[src/rcpwm_pkg.sv]
/*
 rcpwm_pkg: constants, register map and job states of the
 reload-counter pwm block.
 assumes a 125 MHz system clock driving every counter.
*/
`default_nettype none

package rcpwm_pkg;

	// clock and pwm frequency ceiling
	localparam int CLK_PERIOD_NS = 8;
	localparam int CLK_HZ = 125000000;
	localparam int PWM_MIN_PERIOD_NS = 200000; // 5 kHz
	localparam int MIN_SPAN = (PWM_MIN_PERIOD_NS + CLK_PERIOD_NS - 1) / CLK_PERIOD_NS;
	localparam int PRESCALE = 64;
	localparam int PSC_W = $clog2(PRESCALE);
	localparam int MIN_SPAN_PS = (MIN_SPAN + PRESCALE - 1) / PRESCALE;
	localparam int PERMILLE_FULL = 1000;

	////////////////////////////////////////////////////////////
	// register map (byte addresses)
	localparam logic [7:0] REG_CTRL = 8'h00;
	localparam logic [7:0] REG_STATUS = 8'h04;
	localparam logic [7:0] REG_UP_RELOAD = 8'h08;
	localparam logic [3:0] REG_RELOAD_HI = 4'h1; // 0x10..0x1c
	localparam logic [2:0] REGION_DUTY = 3'h1; // 0x20 + 4*ch
	localparam logic [2:0] REGION_DITHER = 3'h2; // 0x40 + 4*ch
	localparam logic [2:0] REGION_FREQ = 3'h3; // 0x60 + 4*ch
	localparam logic [2:0] REGION_PERMILLE = 3'h4; // 0x80 + 4*ch

	// fields
	localparam int CTRL_W = 13;
	localparam int CTRL_INIT_LSB = 0;
	localparam int CTRL_PSC_LSB = 8;
	localparam int CTRL_UPSC_BIT = 12;
	localparam int STAT_BUSY_BIT = 0;
	localparam int STAT_REFUSED_BIT = 1;
	localparam int STAT_OUT_LSB = 8;
	localparam int DUTY_CHANGE_BIT = 16;
	localparam int DITH_DIV_LSB = 16;

	// reset values
	localparam logic [CTRL_W-1:0] CTRL_RST = 13'h0000;
	localparam logic [15:0] RELOAD_RST = 16'hffff;
	localparam logic [15:0] UP_RELOAD_RST = 16'h0000;
	localparam logic [15:0] DUTY_RST = 16'hffff;
	localparam logic [31:0] DITHER_RST = 32'h0000_0000;

	typedef enum logic [2:0] {
		JOB_IDLE = 3'b001,
		JOB_FREQ = 3'b010,
		JOB_DUTY = 3'b100
	} rcpwm_job_e;

endpackage : rcpwm_pkg

`default_nettype wire

[src/rcpwm_top.sv]
/*
 rcpwm_top: reload-counter pwm with dither and permille setup.
 lower channels count down from their own preset; upper channels
 share one up counter. assumes a single-cycle register master
 on the system clock; outputs drive valve drivers directly.
*/
// Design decisions made here: the strobed register port and the register addresses.
`timescale 1ns/1ns
`default_nettype none

module rcpwm_top import rcpwm_pkg::*; #(
	parameter int NLOW = 4,
	parameter int NUP = 4
) (
	input wire logic clk_sys_in,
	input wire logic rst_n_in,
	input wire logic [7:0] reg_addr_in,
	input wire logic [31:0] reg_wdata_in,
	input wire logic reg_wr_in,
	input wire logic reg_rd_in,
	output logic [31:0] reg_rdata_out,
	output logic [NLOW+NUP-1:0] pwm_out
);
	localparam int NCH = NLOW + NUP;

	logic [CTRL_W-1:0] ctrl_q;
	logic [15:0] reload_q [NLOW];
	logic [15:0] up_reload_q;
	logic [31:0] dither_q [NCH];
	logic [NCH-1:0] duty_ld_q;
	logic [15:0] duty_val_q [NCH];
	logic refused_q;
	rcpwm_job_e state_q;
	logic [2:0] job_ch_q;
	logic job_chg_q;
	logic [16:0] job_span_q;
	logic [PSC_W-1:0] psc_q;
	logic psc_tick;

	logic [15:0] low_cnt_q [NLOW];
	logic [15:0] low_rl [NLOW];
	logic [NLOW-1:0] low_run;
	logic [NLOW-1:0] low_tick;
	logic [NLOW-1:0] low_wrap;
	logic [15:0] up_cnt_q;
	logic [15:0] up_rl;
	logic up_run;
	logic up_tick;
	logic up_wrap;

	logic [15:0] ch_cnt [NCH];
	logic [15:0] ch_rl [NCH];
	logic [NCH-1:0] ch_wrap;
	logic [15:0] ch_cmp [NCH];

	logic [2:0] reg_ch;
	logic [2:0] reg_region;
	logic ch_ok;
	logic wr_reload;
	logic wr_freq;
	logic wr_pm;
	logic req_ok;
	logic job_up;
	logic div_start;
	logic div_busy;
	logic div_done;
	logic [31:0] div_num;
	logic [31:0] div_den;
	logic [31:0] div_quot;
	logic [15:0] quot_sat;
	logic [16:0] pm_diff;
	logic [15:0] pm_cmp;
	logic [31:0] rd_mux;

	// shortest span for the selected tick, so frequency stays capped
	function automatic logic [15:0] min_span(input logic psc);
		min_span = psc ? 16'(MIN_SPAN_PS) : 16'(MIN_SPAN);
	endfunction : min_span

	////////////////////////////////////////////////////////////
	// address decode
	assign reg_ch = reg_addr_in[4:2];
	assign reg_region = reg_addr_in[7:5];
	assign ch_ok = {1'b0, reg_ch} < 4'(NCH);
	assign wr_reload = reg_wr_in && reg_addr_in[7:4] == REG_RELOAD_HI && {1'b0, reg_addr_in[3:2]} < 3'(NLOW);
	assign wr_freq = reg_wr_in && reg_region == REGION_FREQ && ch_ok;
	assign wr_pm = reg_wr_in && reg_region == REGION_PERMILLE && ch_ok;
	assign req_ok = state_q == JOB_IDLE;

	// control word: init, lower prescale, upper prescale
	always_ff @(posedge clk_sys_in)
		if (!rst_n_in)
			ctrl_q <= CTRL_RST;
		else if (reg_wr_in && reg_addr_in == REG_CTRL)
			ctrl_q <= reg_wdata_in[CTRL_W-1:0];

	// raw presets, or those worked out in permille mode
	always_ff @(posedge clk_sys_in)
		if (!rst_n_in)
		begin
			for (int i = 0; i < NLOW; i++)
				reload_q[i] <= RELOAD_RST;
			up_reload_q <= UP_RELOAD_RST;
		end
		else
		begin
			for (int i = 0; i < NLOW; i++)
				if (wr_reload && reg_addr_in[3:2] == 2'(i))
					reload_q[i] <= reg_wdata_in[15:0];
				else if (div_done && state_q == JOB_FREQ && !job_up && job_ch_q == 3'(i))
					reload_q[i] <= quot_sat;
			if (reg_wr_in && reg_addr_in == REG_UP_RELOAD)
				up_reload_q <= reg_wdata_in[15:0];
			else if (div_done && state_q == JOB_FREQ && job_up)
				up_reload_q <= 16'h0000 - quot_sat;
		end

	// dither amplitude and divider, per channel
	always_ff @(posedge clk_sys_in)
		if (!rst_n_in)
		begin
			for (int i = 0; i < NCH; i++)
				dither_q[i] <= DITHER_RST;
		end
		else
		begin
			for (int i = 0; i < NCH; i++)
				if (reg_wr_in && reg_region == REGION_DITHER && reg_ch == 3'(i))
					dither_q[i] <= reg_wdata_in;
		end

	// duty hand-over: only writes with the change bit reach a channel
	always_ff @(posedge clk_sys_in)
		if (!rst_n_in)
		begin
			duty_ld_q <= '0;
			for (int i = 0; i < NCH; i++)
				duty_val_q[i] <= DUTY_RST;
		end
		else
		begin
			for (int i = 0; i < NCH; i++)
				if (div_done && state_q == JOB_DUTY && job_ch_q == 3'(i))
				begin
					duty_ld_q[i] <= job_chg_q;
					duty_val_q[i] <= pm_cmp;
				end
				else
				begin
					duty_ld_q[i] <= reg_wr_in && reg_region == REGION_DUTY && reg_ch == 3'(i)
						&& reg_wdata_in[DUTY_CHANGE_BIT];
					duty_val_q[i] <= reg_wdata_in[15:0];
				end
		end

	////////////////////////////////////////////////////////////
	// free-running divide-by-64 tick
	always_ff @(posedge clk_sys_in)
		if (!rst_n_in)
			psc_q <= '0;
		else
			psc_q <= psc_q + 1'b1;

	assign psc_tick = &psc_q;

	// lower group: one down counter per channel
	for (genvar g = 0; g < NLOW; g++)
	begin : g_low
		assign low_run[g] = ctrl_q[CTRL_INIT_LSB + g];
		assign low_tick[g] = ctrl_q[CTRL_PSC_LSB + g] ? psc_tick : 1'b1;
		assign low_rl[g] = (reload_q[g] < min_span(ctrl_q[CTRL_PSC_LSB + g]))
			? min_span(ctrl_q[CTRL_PSC_LSB + g]) : reload_q[g];
		assign low_wrap[g] = low_run[g] && low_tick[g] && low_cnt_q[g] <= 16'h0001;

		always_ff @(posedge clk_sys_in)
			if (!rst_n_in)
				low_cnt_q[g] <= RELOAD_RST;
			else if (!low_run[g] || low_wrap[g])
				low_cnt_q[g] <= low_rl[g];
			else if (low_tick[g])
				low_cnt_q[g] <= low_cnt_q[g] - 16'h0001;

	end

	// upper group: one shared up counter
	assign up_run = |ctrl_q[CTRL_INIT_LSB + NLOW +: NUP];
	assign up_tick = ctrl_q[CTRL_UPSC_BIT] ? psc_tick : 1'b1;
	assign up_rl = (up_reload_q > 16'h0000 - min_span(ctrl_q[CTRL_UPSC_BIT]))
		? 16'h0000 - min_span(ctrl_q[CTRL_UPSC_BIT]) : up_reload_q;
	assign up_wrap = up_run && up_tick && up_cnt_q == 16'hffff;

	always_ff @(posedge clk_sys_in)
		if (!rst_n_in)
			up_cnt_q <= UP_RELOAD_RST;
		else if (!up_run || up_wrap)
			up_cnt_q <= up_rl;
		else if (up_tick)
			up_cnt_q <= up_cnt_q + 16'h0001;

	////////////////////////////////////////////////////////////
	// channels, each tied to its group's counter
	for (genvar g = 0; g < NCH; g++)
	begin : g_ch
		if (g < NLOW)
		begin : g_sel
			assign ch_cnt[g] = low_cnt_q[g];
			assign ch_rl[g] = low_rl[g];
			assign ch_wrap[g] = low_wrap[g];
		end
		else
		begin : g_sel
			assign ch_cnt[g] = up_cnt_q;
			assign ch_rl[g] = up_rl;
			assign ch_wrap[g] = up_wrap;
		end

		rcpwm_chan #(
			.UP(g >= NLOW)
		) u_chan (
			.clk_sys_in(clk_sys_in),
			.rst_n_in(rst_n_in),
			.run_in(ctrl_q[CTRL_INIT_LSB + g]),
			.count_in(ch_cnt[g]),
			.wrap_in(ch_wrap[g]),
			.reload_in(ch_rl[g]),
			.duty_in(duty_val_q[g]),
			.duty_load_in(duty_ld_q[g]),
			.dith_amp_in(dither_q[g][15:0]),
			.dith_div_in(dither_q[g][DITH_DIV_LSB +: 16]),
			.pwm_out(pwm_out[g]),
			.cmp_out(ch_cmp[g])
		);
	end

	////////////////////////////////////////////////////////////
	// permille jobs: frequency to preset, permille to compare
	assign job_up = {1'b0, job_ch_q} >= 4'(NLOW);
	assign div_start = (wr_freq || wr_pm) && req_ok;
	assign quot_sat = (|div_quot[31:16]) ? 16'hffff : div_quot[15:0];

	// lower compare = span - on; upper compare = full span - on
	assign pm_diff = (job_up ? 17'h10000 : job_span_q) - {1'b0, quot_sat};
	assign pm_cmp = pm_diff[16] ? 16'hffff : pm_diff[15:0];

	always_comb
	begin
		div_num = 32'h0;
		div_den = 32'h1;
		if (wr_freq)
		begin
			div_num = (reg_ch < 3'(NLOW) ? ctrl_q[CTRL_PSC_LSB + reg_ch] : ctrl_q[CTRL_UPSC_BIT])
				? 32'(CLK_HZ / PRESCALE) : 32'(CLK_HZ);
			div_den = (reg_wdata_in[15:0] == 16'h0000) ? 32'h1 : {16'h0, reg_wdata_in[15:0]};
		end
		else if (wr_pm)
		begin
			// both factors widened first, so the product is never cut to 17 bits
			div_num = {15'h0, (reg_ch < 3'(NLOW)) ? {1'b0, low_rl[reg_ch[1:0]]} : 17'h10000 - {1'b0, up_rl}}
				* {22'h0, (reg_wdata_in[9:0] > 10'(PERMILLE_FULL)) ? 10'(PERMILLE_FULL) : reg_wdata_in[9:0]};
			div_den = 32'(PERMILLE_FULL);
		end
	end

	always_ff @(posedge clk_sys_in)
		if (!rst_n_in)
		begin
			state_q <= JOB_IDLE;
			job_ch_q <= 3'h0;
			job_chg_q <= 1'b0;
			job_span_q <= 17'h0;
		end
		else
			unique case (state_q)
				JOB_IDLE:
					if (div_start)
					begin
						state_q <= wr_freq ? JOB_FREQ : JOB_DUTY;
						job_ch_q <= reg_ch;
						job_chg_q <= reg_wdata_in[DUTY_CHANGE_BIT];
						job_span_q <= {1'b0, low_rl[reg_ch[1:0]]};
					end
				JOB_FREQ, JOB_DUTY:
					if (div_done)
						state_q <= JOB_IDLE;
				default:
					state_q <= JOB_IDLE;
			endcase

	// a request while busy is dropped; set wins over clear
	always_ff @(posedge clk_sys_in)
		if (!rst_n_in)
			refused_q <= 1'b0;
		else if ((wr_freq || wr_pm) && !req_ok)
			refused_q <= 1'b1;
		else if (reg_wr_in && reg_addr_in == REG_STATUS && reg_wdata_in[STAT_REFUSED_BIT])
			refused_q <= 1'b0;

	rcpwm_div #(
		.W(32)
	) u_div (
		.clk_sys_in(clk_sys_in),
		.rst_n_in(rst_n_in),
		.start_in(div_start),
		.num_in(div_num),
		.den_in(div_den),
		.busy_out(div_busy),
		.done_out(div_done),
		.quot_out(div_quot)
	);

	////////////////////////////////////////////////////////////
	// read data stands one cycle, zero otherwise
	always_comb
	begin
		rd_mux = 32'h0;
		if (reg_addr_in == REG_CTRL)
			rd_mux = 32'(ctrl_q);
		else if (reg_addr_in == REG_STATUS)
		begin
			rd_mux[STAT_BUSY_BIT] = !req_ok;
			rd_mux[STAT_REFUSED_BIT] = refused_q;
			rd_mux[STAT_OUT_LSB +: NCH] = pwm_out;
		end
		else if (reg_addr_in == REG_UP_RELOAD)
			rd_mux = {16'h0, up_reload_q};
		else if (reg_addr_in[7:4] == REG_RELOAD_HI && {1'b0, reg_addr_in[3:2]} < 3'(NLOW))
			rd_mux = {16'h0, reload_q[reg_addr_in[3:2]]};
		else if (reg_region == REGION_DUTY && ch_ok)
			rd_mux = {16'h0, ch_cmp[reg_ch]};
		else if (reg_region == REGION_DITHER && ch_ok)
			rd_mux = dither_q[reg_ch];
	end

	always_ff @(posedge clk_sys_in)
		if (!rst_n_in)
			reg_rdata_out <= 32'h0;
		else
			reg_rdata_out <= reg_rd_in ? rd_mux : 32'h0;
endmodule : rcpwm_top

`default_nettype wire

[src/rcpwm_div.sv]
/*
 rcpwm_div: restoring serial divider, one quotient bit per clock.
 assumes start is only raised while busy is low.
*/
`timescale 1ns/1ns
`default_nettype none

module rcpwm_div #(
	parameter int W = 32
) (
	input wire logic clk_sys_in,
	input wire logic rst_n_in,
	input wire logic start_in,
	input wire logic [W-1:0] num_in,
	input wire logic [W-1:0] den_in,
	output logic busy_out,
	output logic done_out,
	output logic [W-1:0] quot_out
);
	localparam int CW = $clog2(W) + 1;
	logic [W-1:0] rem_q;
	logic [W-1:0] den_q;
	logic [CW-1:0] cnt_q;
	logic [W:0] trial;

	// trial subtract; borrow in the top bit means it does not fit
	assign trial = {rem_q, quot_out[W-1]} - {1'b0, den_q};

	////////////////////////////////////////////////////////////
	// shift and subtract
	always_ff @(posedge clk_sys_in)
		if (!rst_n_in)
		begin
			busy_out <= 1'b0;
			done_out <= 1'b0;
			cnt_q <= '0;
			rem_q <= '0;
			den_q <= '0;
			quot_out <= '0;
		end
		else
		begin
			done_out <= 1'b0;
			if (start_in && !busy_out)
			begin
				busy_out <= 1'b1;
				cnt_q <= CW'(W);
				rem_q <= '0;
				den_q <= den_in;
				quot_out <= num_in;
			end
			else if (busy_out)
			begin
				rem_q <= trial[W] ? {rem_q[W-2:0], quot_out[W-1]} : trial[W-1:0];
				quot_out <= {quot_out[W-2:0], ~trial[W]};
				cnt_q <= cnt_q - 1'b1;
				if (cnt_q == CW'(1))
				begin
					busy_out <= 1'b0;
					done_out <= 1'b1;
				end
			end
		end

endmodule : rcpwm_div

`default_nettype wire

[src/rcpwm_chan.sv]
/*
 rcpwm_chan: one pwm output: duty hand-over, dither and compare.
 assumes count, wrap and effective reload come from the counter
 of its group in the same clock domain.
*/
`timescale 1ns/1ns
`default_nettype none

module rcpwm_chan import rcpwm_pkg::*; #(
	parameter bit UP = 1'b0
) (
	input wire logic clk_sys_in,
	input wire logic rst_n_in,
	input wire logic run_in,
	input wire logic [15:0] count_in,
	input wire logic wrap_in,
	input wire logic [15:0] reload_in,
	input wire logic [15:0] duty_in,
	input wire logic duty_load_in,
	input wire logic [15:0] dith_amp_in,
	input wire logic [15:0] dith_div_in,
	output logic pwm_out,
	output logic [15:0] cmp_out
);
	logic [15:0] duty_q;
	logic [15:0] pend_q;
	logic pend_v_q;
	logic [15:0] dcnt_q;
	logic dsign_q;
	logic dith_on;
	logic restart;
	logic [15:0] lo;
	logic [15:0] hi;
	logic [16:0] raw;
	logic [15:0] cmp_eff;
	logic active;

	assign dith_on = (dith_amp_in != 16'h0000) && (dith_div_in != 16'h0000);
	assign restart = !run_in || wrap_in;
	assign lo = UP ? reload_in : 16'h0000;
	assign hi = UP ? 16'hffff : reload_in;

	////////////////////////////////////////////////////////////
	// accepted duty waits for a period restart, so no pulse is cut
	always_ff @(posedge clk_sys_in)
		if (!rst_n_in)
		begin
			duty_q <= DUTY_RST;
			pend_q <= DUTY_RST;
			pend_v_q <= 1'b0;
		end
		else if (duty_load_in && restart)
		begin
			duty_q <= duty_in;
			pend_v_q <= 1'b0;
		end
		else if (duty_load_in)
		begin
			pend_q <= duty_in;
			pend_v_q <= 1'b1;
		end
		else if (pend_v_q && restart)
		begin
			duty_q <= pend_q;
			pend_v_q <= 1'b0;
		end

	// dither sign flips every divider periods: two flips per cycle
	always_ff @(posedge clk_sys_in)
		if (!rst_n_in || !run_in || !dith_on)
		begin
			dcnt_q <= 16'h0000;
			dsign_q <= 1'b0;
		end
		else if (wrap_in && dcnt_q >= dith_div_in - 16'h0001)
		begin
			dcnt_q <= 16'h0000;
			dsign_q <= ~dsign_q;
		end
		else if (wrap_in)
			dcnt_q <= dcnt_q + 16'h0001;

	// offset duty, then clamp into the group's legal span
	always_comb
	begin
		raw = {1'b0, duty_q};
		if (dith_on && dsign_q)
			raw = raw + {1'b0, dith_amp_in};
		else if (dith_on && ({1'b0, duty_q} < {1'b0, dith_amp_in} + {1'b0, lo}))
			raw = {1'b0, lo};
		else if (dith_on)
			raw = raw - {1'b0, dith_amp_in};
		if (raw > {1'b0, hi})
			cmp_eff = hi;
		else if (raw < {1'b0, lo})
			cmp_eff = lo;
		else
			cmp_eff = raw[15:0];
	end

	// up: all-ones never turns on; down: preset never turns on
	assign active = UP ? (cmp_eff != 16'hffff) && (count_in >= cmp_eff) : (count_in > cmp_eff);

	always_ff @(posedge clk_sys_in)
		if (!rst_n_in)
		begin
			pwm_out <= 1'b0;
			cmp_out <= DUTY_RST;
		end
		else
		begin
			pwm_out <= run_in && active;
			cmp_out <= cmp_eff;
		end
endmodule : rcpwm_chan

`default_nettype wire

[config.mk]
export PLATFORM = sky130hd
export DESIGN_NAME = rcpwm_top
export DESIGN_NICKNAME = d
export VERILOG_FILES = /design/src/rcpwm_pkg.sv /design/src/rcpwm_top.sv /design/src/rcpwm_div.sv /design/src/rcpwm_chan.sv
export SDC_FILE = /design/constraint.sdc
export NUM_CORES = 2
export LEC_CHECK = 0
export ABC_AREA = 1
export BUFFER_PORTS_ARGS = -buffer_cell sky130_fd_sc_hd__buf_4
export CAP_MARGIN = 10
export CORE_MARGIN = 4
export CORE_UTILIZATION = 45
export CTS_BUF_LIST = sky130_fd_sc_hd__clkbuf_8
export DETAILED_ROUTE_END_ITERATION = 10
export PLACE_DENSITY = 0.6
export SLEW_MARGIN = 20
export SYNTH_ARGS = -nofsm -noshare
export SYNTH_HDL_FRONTEND = slang
export SYNTH_SLANG_ARGS = --single-unit
[constraint.sdc]
create_clock -name clk_sys_in -period 9 [get_ports clk_sys_in]
set_input_delay 0 -clock clk_sys_in [delete_from_list [all_inputs] [get_ports clk_sys_in]]
set_output_delay 0 -clock clk_sys_in [all_outputs]
set_load 0.01 [all_outputs]
* Word-level counts from Yosys, hierarchy flattened
Memory sizes are Yosys's and may differ from the RTL's. Index checks and enable logic that the tools add are counted.
Word-level totals: word-level logic and storage cells 867, output and inout bits 40, flip-flop bits (word level) 755, memory bits (writable) 512, memories kept 4
Memory list:
- dither_q | words 8, width 32, rd ports 9, clocked after Yosys merged registers in 0, wr ports 8, line rcpwm_top.sv:29 | logic [31:0] dither_q [NCH];
- duty_val_q | words 8, width 16, rd ports 8, clocked after Yosys merged registers in 0, wr ports 8, line rcpwm_top.sv:31 | logic [15:0] duty_val_q [NCH];
- low_cnt_q | words 4, width 16, rd ports 4, clocked after Yosys merged registers in 0, wr ports 4, line rcpwm_top.sv:40 | logic [15:0] low_cnt_q [NLOW];
- reload_q | words 4, width 16, rd ports 5, clocked after Yosys merged registers in 0, wr ports 4, line rcpwm_top.sv:27 | logic [15:0] reload_q [NLOW];
Cells by class: add/sub/neg operators 49, equality and inequality tests 43, multipliers 1, order comparisons 55, bitwise logic cells 63, reduce and logical (&&, ||, !) cells 257, mux-type cells 319
Operators with widths (number):
- $mux W16 | 89
- $mux W32 | 15
- $mux W17 | 26
- $reduce_bool A16 Y1 | 16
- $add A16 B16 Y17 | 12
- $ge A16 B16 Y1 | 12
- $sub A16 B1 Y16 const B | 12
- $mux W1 | 166
- $add A16 B1 Y16 const B | 9
- $sub A16 B16 Y17 | 8
- $lt A16 B16 Y1 | 8
- $logic_and A1 B1 Y1 | 126
- $mux W27 | 3
- $gt A16 B16 Y1 | 5
- $mux W15 | 5
- $gt A17 B16 Y1 | 4
- $gt A17 B16 Y1 const B | 4
- $lt A16 B17 Y1 | 4
- $lt A17 B1 Y1 const B | 4
- $lt A17 B16 Y1 | 4
- $le A16 B1 Y1 const B | 4
- $ne A16 B16 Y1 const B | 4
- $bmux W16 S3 | 1
- $or A1 B1 Y1 | 40
- other kinds (51) | 206

* Logic depth before layout (Yosys ltp)
word-level depth 15, gate-level depth with buffers 67, mapped depth without buffers 64

* By module
From an unflattened synthesis, not the netlist that was laid out.
Unflattened totals: cells, all modules 14200, area total of the unflattened synthesis 102015.3 um^2
By module, submodules not included:
- rcpwm_top | cells each 4552, area each 38762.2 um^2, instances 1
- rcpwm_chan (g_ch[5].u_chan ...) | cells each 1109, area each 7239.4 um^2, instances 3
- rcpwm_chan (g_ch[1].u_chan ...) | cells each 1010, area each 6744.0 um^2, instances 2
- rcpwm_chan (g_ch[0].u_chan ...) | cells each 1005, area each 6641.4 um^2, instances 2
- rcpwm_div | cells each 1179, area each 7457.2 um^2, instances 1
- rcpwm_chan (g_ch[4].u_chan) | cells each 1112, area each 7307.0 um^2, instances 1

* Least setup slack after synthesis
Ideal clock, no wire load.
kind reg2reg, start register ctrl_q[12], end register u_div.quot_out[26], data required time 8.872 ns, arrival 7.469 ns, buffers on the path 2, period minus slack after synthesis 7.596 ns, cell stages (with the launch flop) 50, slack 1.404 ns, cell sequence dfxtp_1 -> inv_1 -> ha_1 -> nand2_1 -> inv_1 -> nand2_1 -> nor2_1 -> nand2_1 -> nand3_2 -> buf_6 -> buf_6 -> nand2_8 -> ha_1 -> nand2_1 -> nor2_1 -> inv_1 -> nor2_1 -> inv_1 -> [14 not listed] -> fa_1 -> ha_1 -> nand2_1 -> nor2_1 -> a211oi_1 -> o21ai_0 -> a21boi_0 -> inv_1 -> nand2_1 -> nand2_1 -> nand2_1 -> a21oi_1 -> a31oi_1 -> o21ai_0 -> o21ai_0 -> nand2_1 -> a21oi_1 -> nor2_1
Between the ends: word-level cells in the longest chain between the ends 10, elaborated cells between the ends (all ways) 14
Ends and longest elaborated chain:
- start: declaration | line rcpwm_top.sv:26 | logic [CTRL_W-1:0] ctrl_q;
- start signal: assignment | line rcpwm_top.sv:95 | ctrl_q <= reg_wdata_in[CTRL_W-1:0];
- $mux W15 | line rcpwm_top.sv:77 | min_span = psc ? 16'(MIN_SPAN_PS) : 16'(MIN_SPAN);
- $sub A1 B15 Y16 | line rcpwm_top.sv:188, rcpwm_top.sv:189
- $gt A16 B16 Y1 | line rcpwm_top.sv:188 | assign up_rl = (up_reload_q > 16'h0000 - min_span(ctrl_q[CTRL_UPSC_BIT]))
- $mux W16 | line rcpwm_top.sv:189 | ? 16'h0000 - min_span(ctrl_q[CTRL_UPSC_BIT]) : up_reload_q;
- $sub A17 B16 Y17 | line rcpwm_top.sv:258 | div_num = {15'h0, (reg_ch < 3'(NLOW)) ? {1'b0, low_rl[reg_ch[1:0]]} : 17'h10000 - {1'b0, up_rl}}
- $mux W17 | line rcpwm_top.sv:258
- $mul A17 B10 Y27 | line rcpwm_top.sv:259 | * {22'h0, (reg_wdata_in[9:0] > 10'(PERMILLE_FULL)) ? 10'(PERMILLE_FULL) : reg_wdata_in[9:0]};
- $mux W27 | line rcpwm_top.sv:255 | else if (wr_pm)
- $mux W27 * | line rcpwm_top.sv:249 | if (wr_freq)
- $mux W32 * | line rcpwm_div.sv:44 | if (start_in && !busy_out)
- end signal: assignment | line rcpwm_div.sv:50 | quot_out <= num_in;
- end signal: assignment | line rcpwm_div.sv:55 | quot_out <= {quot_out[W-2:0], ~trial[W]};
- end: declaration | line rcpwm_div.sv:18 | output logic [W-1:0] quot_out
Every way passes the cells marked *; elsewhere a longest branch is shown, timed or not. The select of a mux whose other input is x is not followed. A chain may end at the register's enable or synchronous reset.

* Final worst setup path
start register ctrl_q[10], end register u_div.quot_out[25]
Between the ends: word-level cells in the longest chain between the ends 11, elaborated cells between the ends (all ways) 15
Ends and longest elaborated chain:
- $mux W15 | line rcpwm_top.sv:77
- $lt A16 B16 Y1 | line rcpwm_top.sv:171 | assign low_rl[g] = (reload_q[g] < min_span(ctrl_q[CTRL_PSC_LSB + g]))
- $mux W16 | line rcpwm_top.sv:172 | ? min_span(ctrl_q[CTRL_PSC_LSB + g]) : reload_q[g];
- $bmux W16 S2 | line rcpwm_top.sv:258
- $mux W16 (not written as such) (2 in series) | line rcpwm_top.sv:258
- $mux W17 | line rcpwm_top.sv:258
- $mul A17 B10 Y27 | line rcpwm_top.sv:259
- $mux W27 | line rcpwm_top.sv:255
- $mux W27 * | line rcpwm_top.sv:249
- $mux W32 * | line rcpwm_div.sv:44
Marked as above.

==> metrics.md <==
| Metric | Value |
|---|---|
| Routed length per placed instance | `27.50 um` |
| Fillers | `20,380` |
| Synth Flop Type | `dfxtp_1` |
| Num CTS Buffers | `229` |
| Setup Skew | `0.06816 ns` |
| Num Clock Sinks | `1,251` |
| Worst Hold End | `job_ch_q[0]$_SDFFE_PN0P_` |
| Die Wd | `461.9 um` |
| Total global-route track usage | `0.3902` |
| DRT antenna net count | `0` |
| Status | `finished, final reports clean` |
| Drt pass-1 iters | `9` |
| Synth Cell Area | `92,690 um2` |
| Most frequent cells in the layout | `nand2_1, inv_1, nor2_1, a21oi_1, o21ai_0` |
| TritonCTS clock tree | `done` |
| Critical R2R Launch | `ctrl_q[10]$_SDFFE_PN0P_` |
| Drc violations | `0` |
| Max_cap viols | `0` |
| Crit-path max cell delay | `0.54 ns` |
| Pwr Density | `189.2 nW/um2` |
| Detail Placement HPWL | `328,900 um` |
| Synth cell types | `76` |
| Final WS setup | `0.4285 ns` |
| Max Root-Sink Buffers | `3` |
| # H-tree levels | `4` |
| Final-report hold violation count | `0` |
| CP max FO | `12` |
| Reg clk slew, reported paths | `0.07 ns` |
| Layout Nets | `13,730` |
| Yosys top cell by area | `edfxtp_1` |
| Hold path depth | `4` |
| Max Freq | `116.7 MHz` |
| Headroom to the max-slew limit | `0.1148` |
| Syn Inst Count | `12,270` |
| Main area contributors after synthesis | `edfxtp_1, dfxtp_1, ha_1` |
| Vias per std cell | `5.990` |
| Area share of the largest cell type after synthesis | `0.1659` |
| CTS root buffer | `clkbuf_8` |
| VDD IR max | `0.2038 mV` |
| Die H | `461.9 um` |
| Worst-Skew Late Latency | `1.04 ns` |
| Number of DRC markers in iteration 0 | `11,530` |
| Design area | `103,600 um2` |
| Seq/Total Area, Yosys | `0.3255` |
| Most common cell after layout, fill and taps aside | `nand2_1` |
| # setup viols final | `0` |
| Worst reg2reg setup slack | `0.43 ns` |
| Layout area overhead | `11.78%` |
| GR Overflow Total | `0` |
| Min cycle time layout | `8.571 ns` |
| Post-placement cell area | `97,910 um2` |
| Vias in the first global route | `86,480` |
| Layout cell share with drive strength beyond 1 | `0.07958` |
| Syn Area/Cell | `7.553 um2` |
| EDFF count, synth | `512` |
| Tcrit/Tclk final | `0.9524` |
| Setup CP Type | `flip-flop to flip-flop` |
| Setup TNS | `0 ns` |
| Row cnt | `166` |
| Beginning of the critical path | `ctrl_q[10]$_SDFFE_PN0P_` |
| DR vias | `93,220` |
| Min-delay src | `reg_addr_in[2]` |
| GP Congestion | `1.094` |
| Warnings from Yosys | `0` |
| RSZ-0062 raised after global routing | `no` |
| Top Ports | `84` |
| Final WL | `428,100 um` |
| Worst path slowest cell | `fa_1` |
| Core Box Area | `204,800 um2` |
| CP Capture Type | `flip-flop` |
| Initial Utilization | `0.4526` |
| Largest net degree at the start of global routing | `105` |
| IO buf count | `83` |
| Die area | `213,300 um2` |
| Worst path most repeated cell | `nand2_1` |
| Cell leakage power | `0.04535 uW` |
| CP required | `9.85 ns` |
| Fin. max-slew vios | `0` |
| Worst r2r path cells | `38` |
| Setup Slack @ Placement | `0.2527 ns` |
| Critical R2R Capture | `u_div.quot_out[25]$_SDFFE_PN0P_` |
| Initial antenna violation count | `43` |
| WP data arrival | `9.42 ns` |
| FF+latch count, synth | `1,251` |
| First-pass GRT wire length | `605,800 um` |
| Async S/R FF share, synth | `0` |
| Hold WC Path Type | `input pin to flip-flop` |
| Worst Tran Pin Value | `1.322 ns` |
| Startpoint types | `flip-flop` |
layer usage:
layer  global-route usage  share of wire
met5                    0        0.00038
met4               0.2396          0.073
met3               0.1089           0.11
met2               0.5735           0.42
met1               0.5068           0.40
registers in the layout, summed over array words and instances (netlist names), 6 cells and up:
signal / count
g_ch.u_chan.dcnt_q: 128
u_div.quot_out: 32
low_cnt_q: 64
g_ch.u_chan.pwm_out: 8
g_ch.u_chan.duty_q: 128
duty_val_q: 128
up_reload_q: 16
up_cnt_q: 16
u_div.den_q: 16
reload_q: 64
g_ch.u_chan.pend_q: 128
duty_ld_q: 8
u_div.rem_q: 32
g_ch.u_chan.pend_v_q: 8
u_div.cnt_q: 6
dither_q: 256
psc_q: 6
reg_rdata_out: 32
g_ch.u_chan.cmp_out: 128
ctrl_q: 13
job_span_q: 16
g_ch.u_chan.dsign_q: 8
Yosys cell counts, drive strengths merged (47+ instances only):
library cell,n
a211oi,65
a21oi,1038
a221oi,61
a22oi,81
buf,127
clkbuf,346
dfxtp,739
edfxtp,512
fa,140
ha,904
inv,1622
nand2,2141
nand3,479
nand4,135
nor2,1192
nor3,169
nor4,89
o211ai,90
o21a,61
o21ai,995
o21bai,47
o22ai,318
or2,68
xnor2,97
xor2,366
how the worst max path moves through the flow:
| stage | endpoint | slack (ns) |
|---|---|---|
| 6_report | u_div.quot_out[25]$_SDFFE_PN0P_ | 0.43 |
| 2_1_floorplan | u_div.quot_out[26]$_SDFFE_PN0P_ | 1.40 |
| 3_3_place_gp | u_div.quot_out[24]$_SDFFE_PN0P_ | 0.25 |
| 4_1_cts | u_div.quot_out[22]$_SDFFE_PN0P_ | 0.13 |
| 3_5_place_dp | u_div.quot_out[22]$_SDFFE_PN0P_ | 0.25 |
| 5_1_grt | u_div.quot_out[22]$_SDFFE_PN0P_ | 0.005 |
kinds of logic (layout without fill, tap and decap cells):
| kind of cell | after synthesis | count (layout) | synth area share |
|---|---|---|---|
| AOI/OAI and AO/OA | 3050 | 3050 | 0.1911 |
| adders and majority gates | 1044 | 1044 | 0.1523 |
| xor gates and xnor gates | 463 | 463 | 0.04375 |
| buffers and inverters | 2122 | 2565 | 0.08774 |
| muxes | 8 | 8 | 0.0008639 |
| other | 1 | 160 | 0.00004046 |
| and+or+nand+nor | 4334 | 4334 | 0.1987 |
| DFF | 1251 | 1251 | 0.3255 |
critical path, delay by kind of cell, from the launching register on:
| family | cells | cell delay, ns |
|---|---|---|
| flip-flops | 1 | 0.53 |
| AO/OA/AOI/OAI | 11 | 2.30 |
| adder cells (fa/ha/maj) | 7 | 3.18 |
| AND/OR/NAND/NOR | 12 | 1.06 |
| buffers and inverters | 8 | 1.29 |
layout make-up:
type                    instances  area (um2)  area share
multi-input cells            9027       55140      0.5322
flip-flops and latches       1251       30170      0.2912
inverters                    1649        6210     0.05993
clock buffers                 279        3840     0.03706
repair buffers                482        3802     0.03670
well taps                    2688        3363     0.03246
clock inverters               155        1002    0.009673
diodes                         32       80.08   0.0007729
metrics by stage:
| stage | cells | power [uW] | util | hold WS [ns] |
|---|---|---|---|---|
| finish | 15560 | 19600 | 0.5059 | 0.06728 |
| global route | 15540 | 20420 | 0.5056 | 0.03934 |
| CTS | 15530 | 19290 | 0.5047 | 0.02021 |
| detailed placement | 15030 | 13440 | 0.4781 | 0.3786 |
| global placement | 15030 | 13390 | 0.4779 | 0.3673 |
| floorplan | 12400 | 10380 | - | 0.1349 |
power breakdown:
group          total (uW)  switching, uW  internal, uW  leakage [uW]
combinational        7310           5030          2280        0.0317
clock                5840           2760          3080       0.00280
sequential           6450            261          6190        0.0108
what timing repair did:
action                                 4_1_cts  5_1_grt
setup endpoints to repair                    0       12
gates resized for setup                      0       36
setup buffers                                0        4
hold buffers                                61        0
endpoints found under the hold margin      605        0
(Power assumes the default switching activity.)
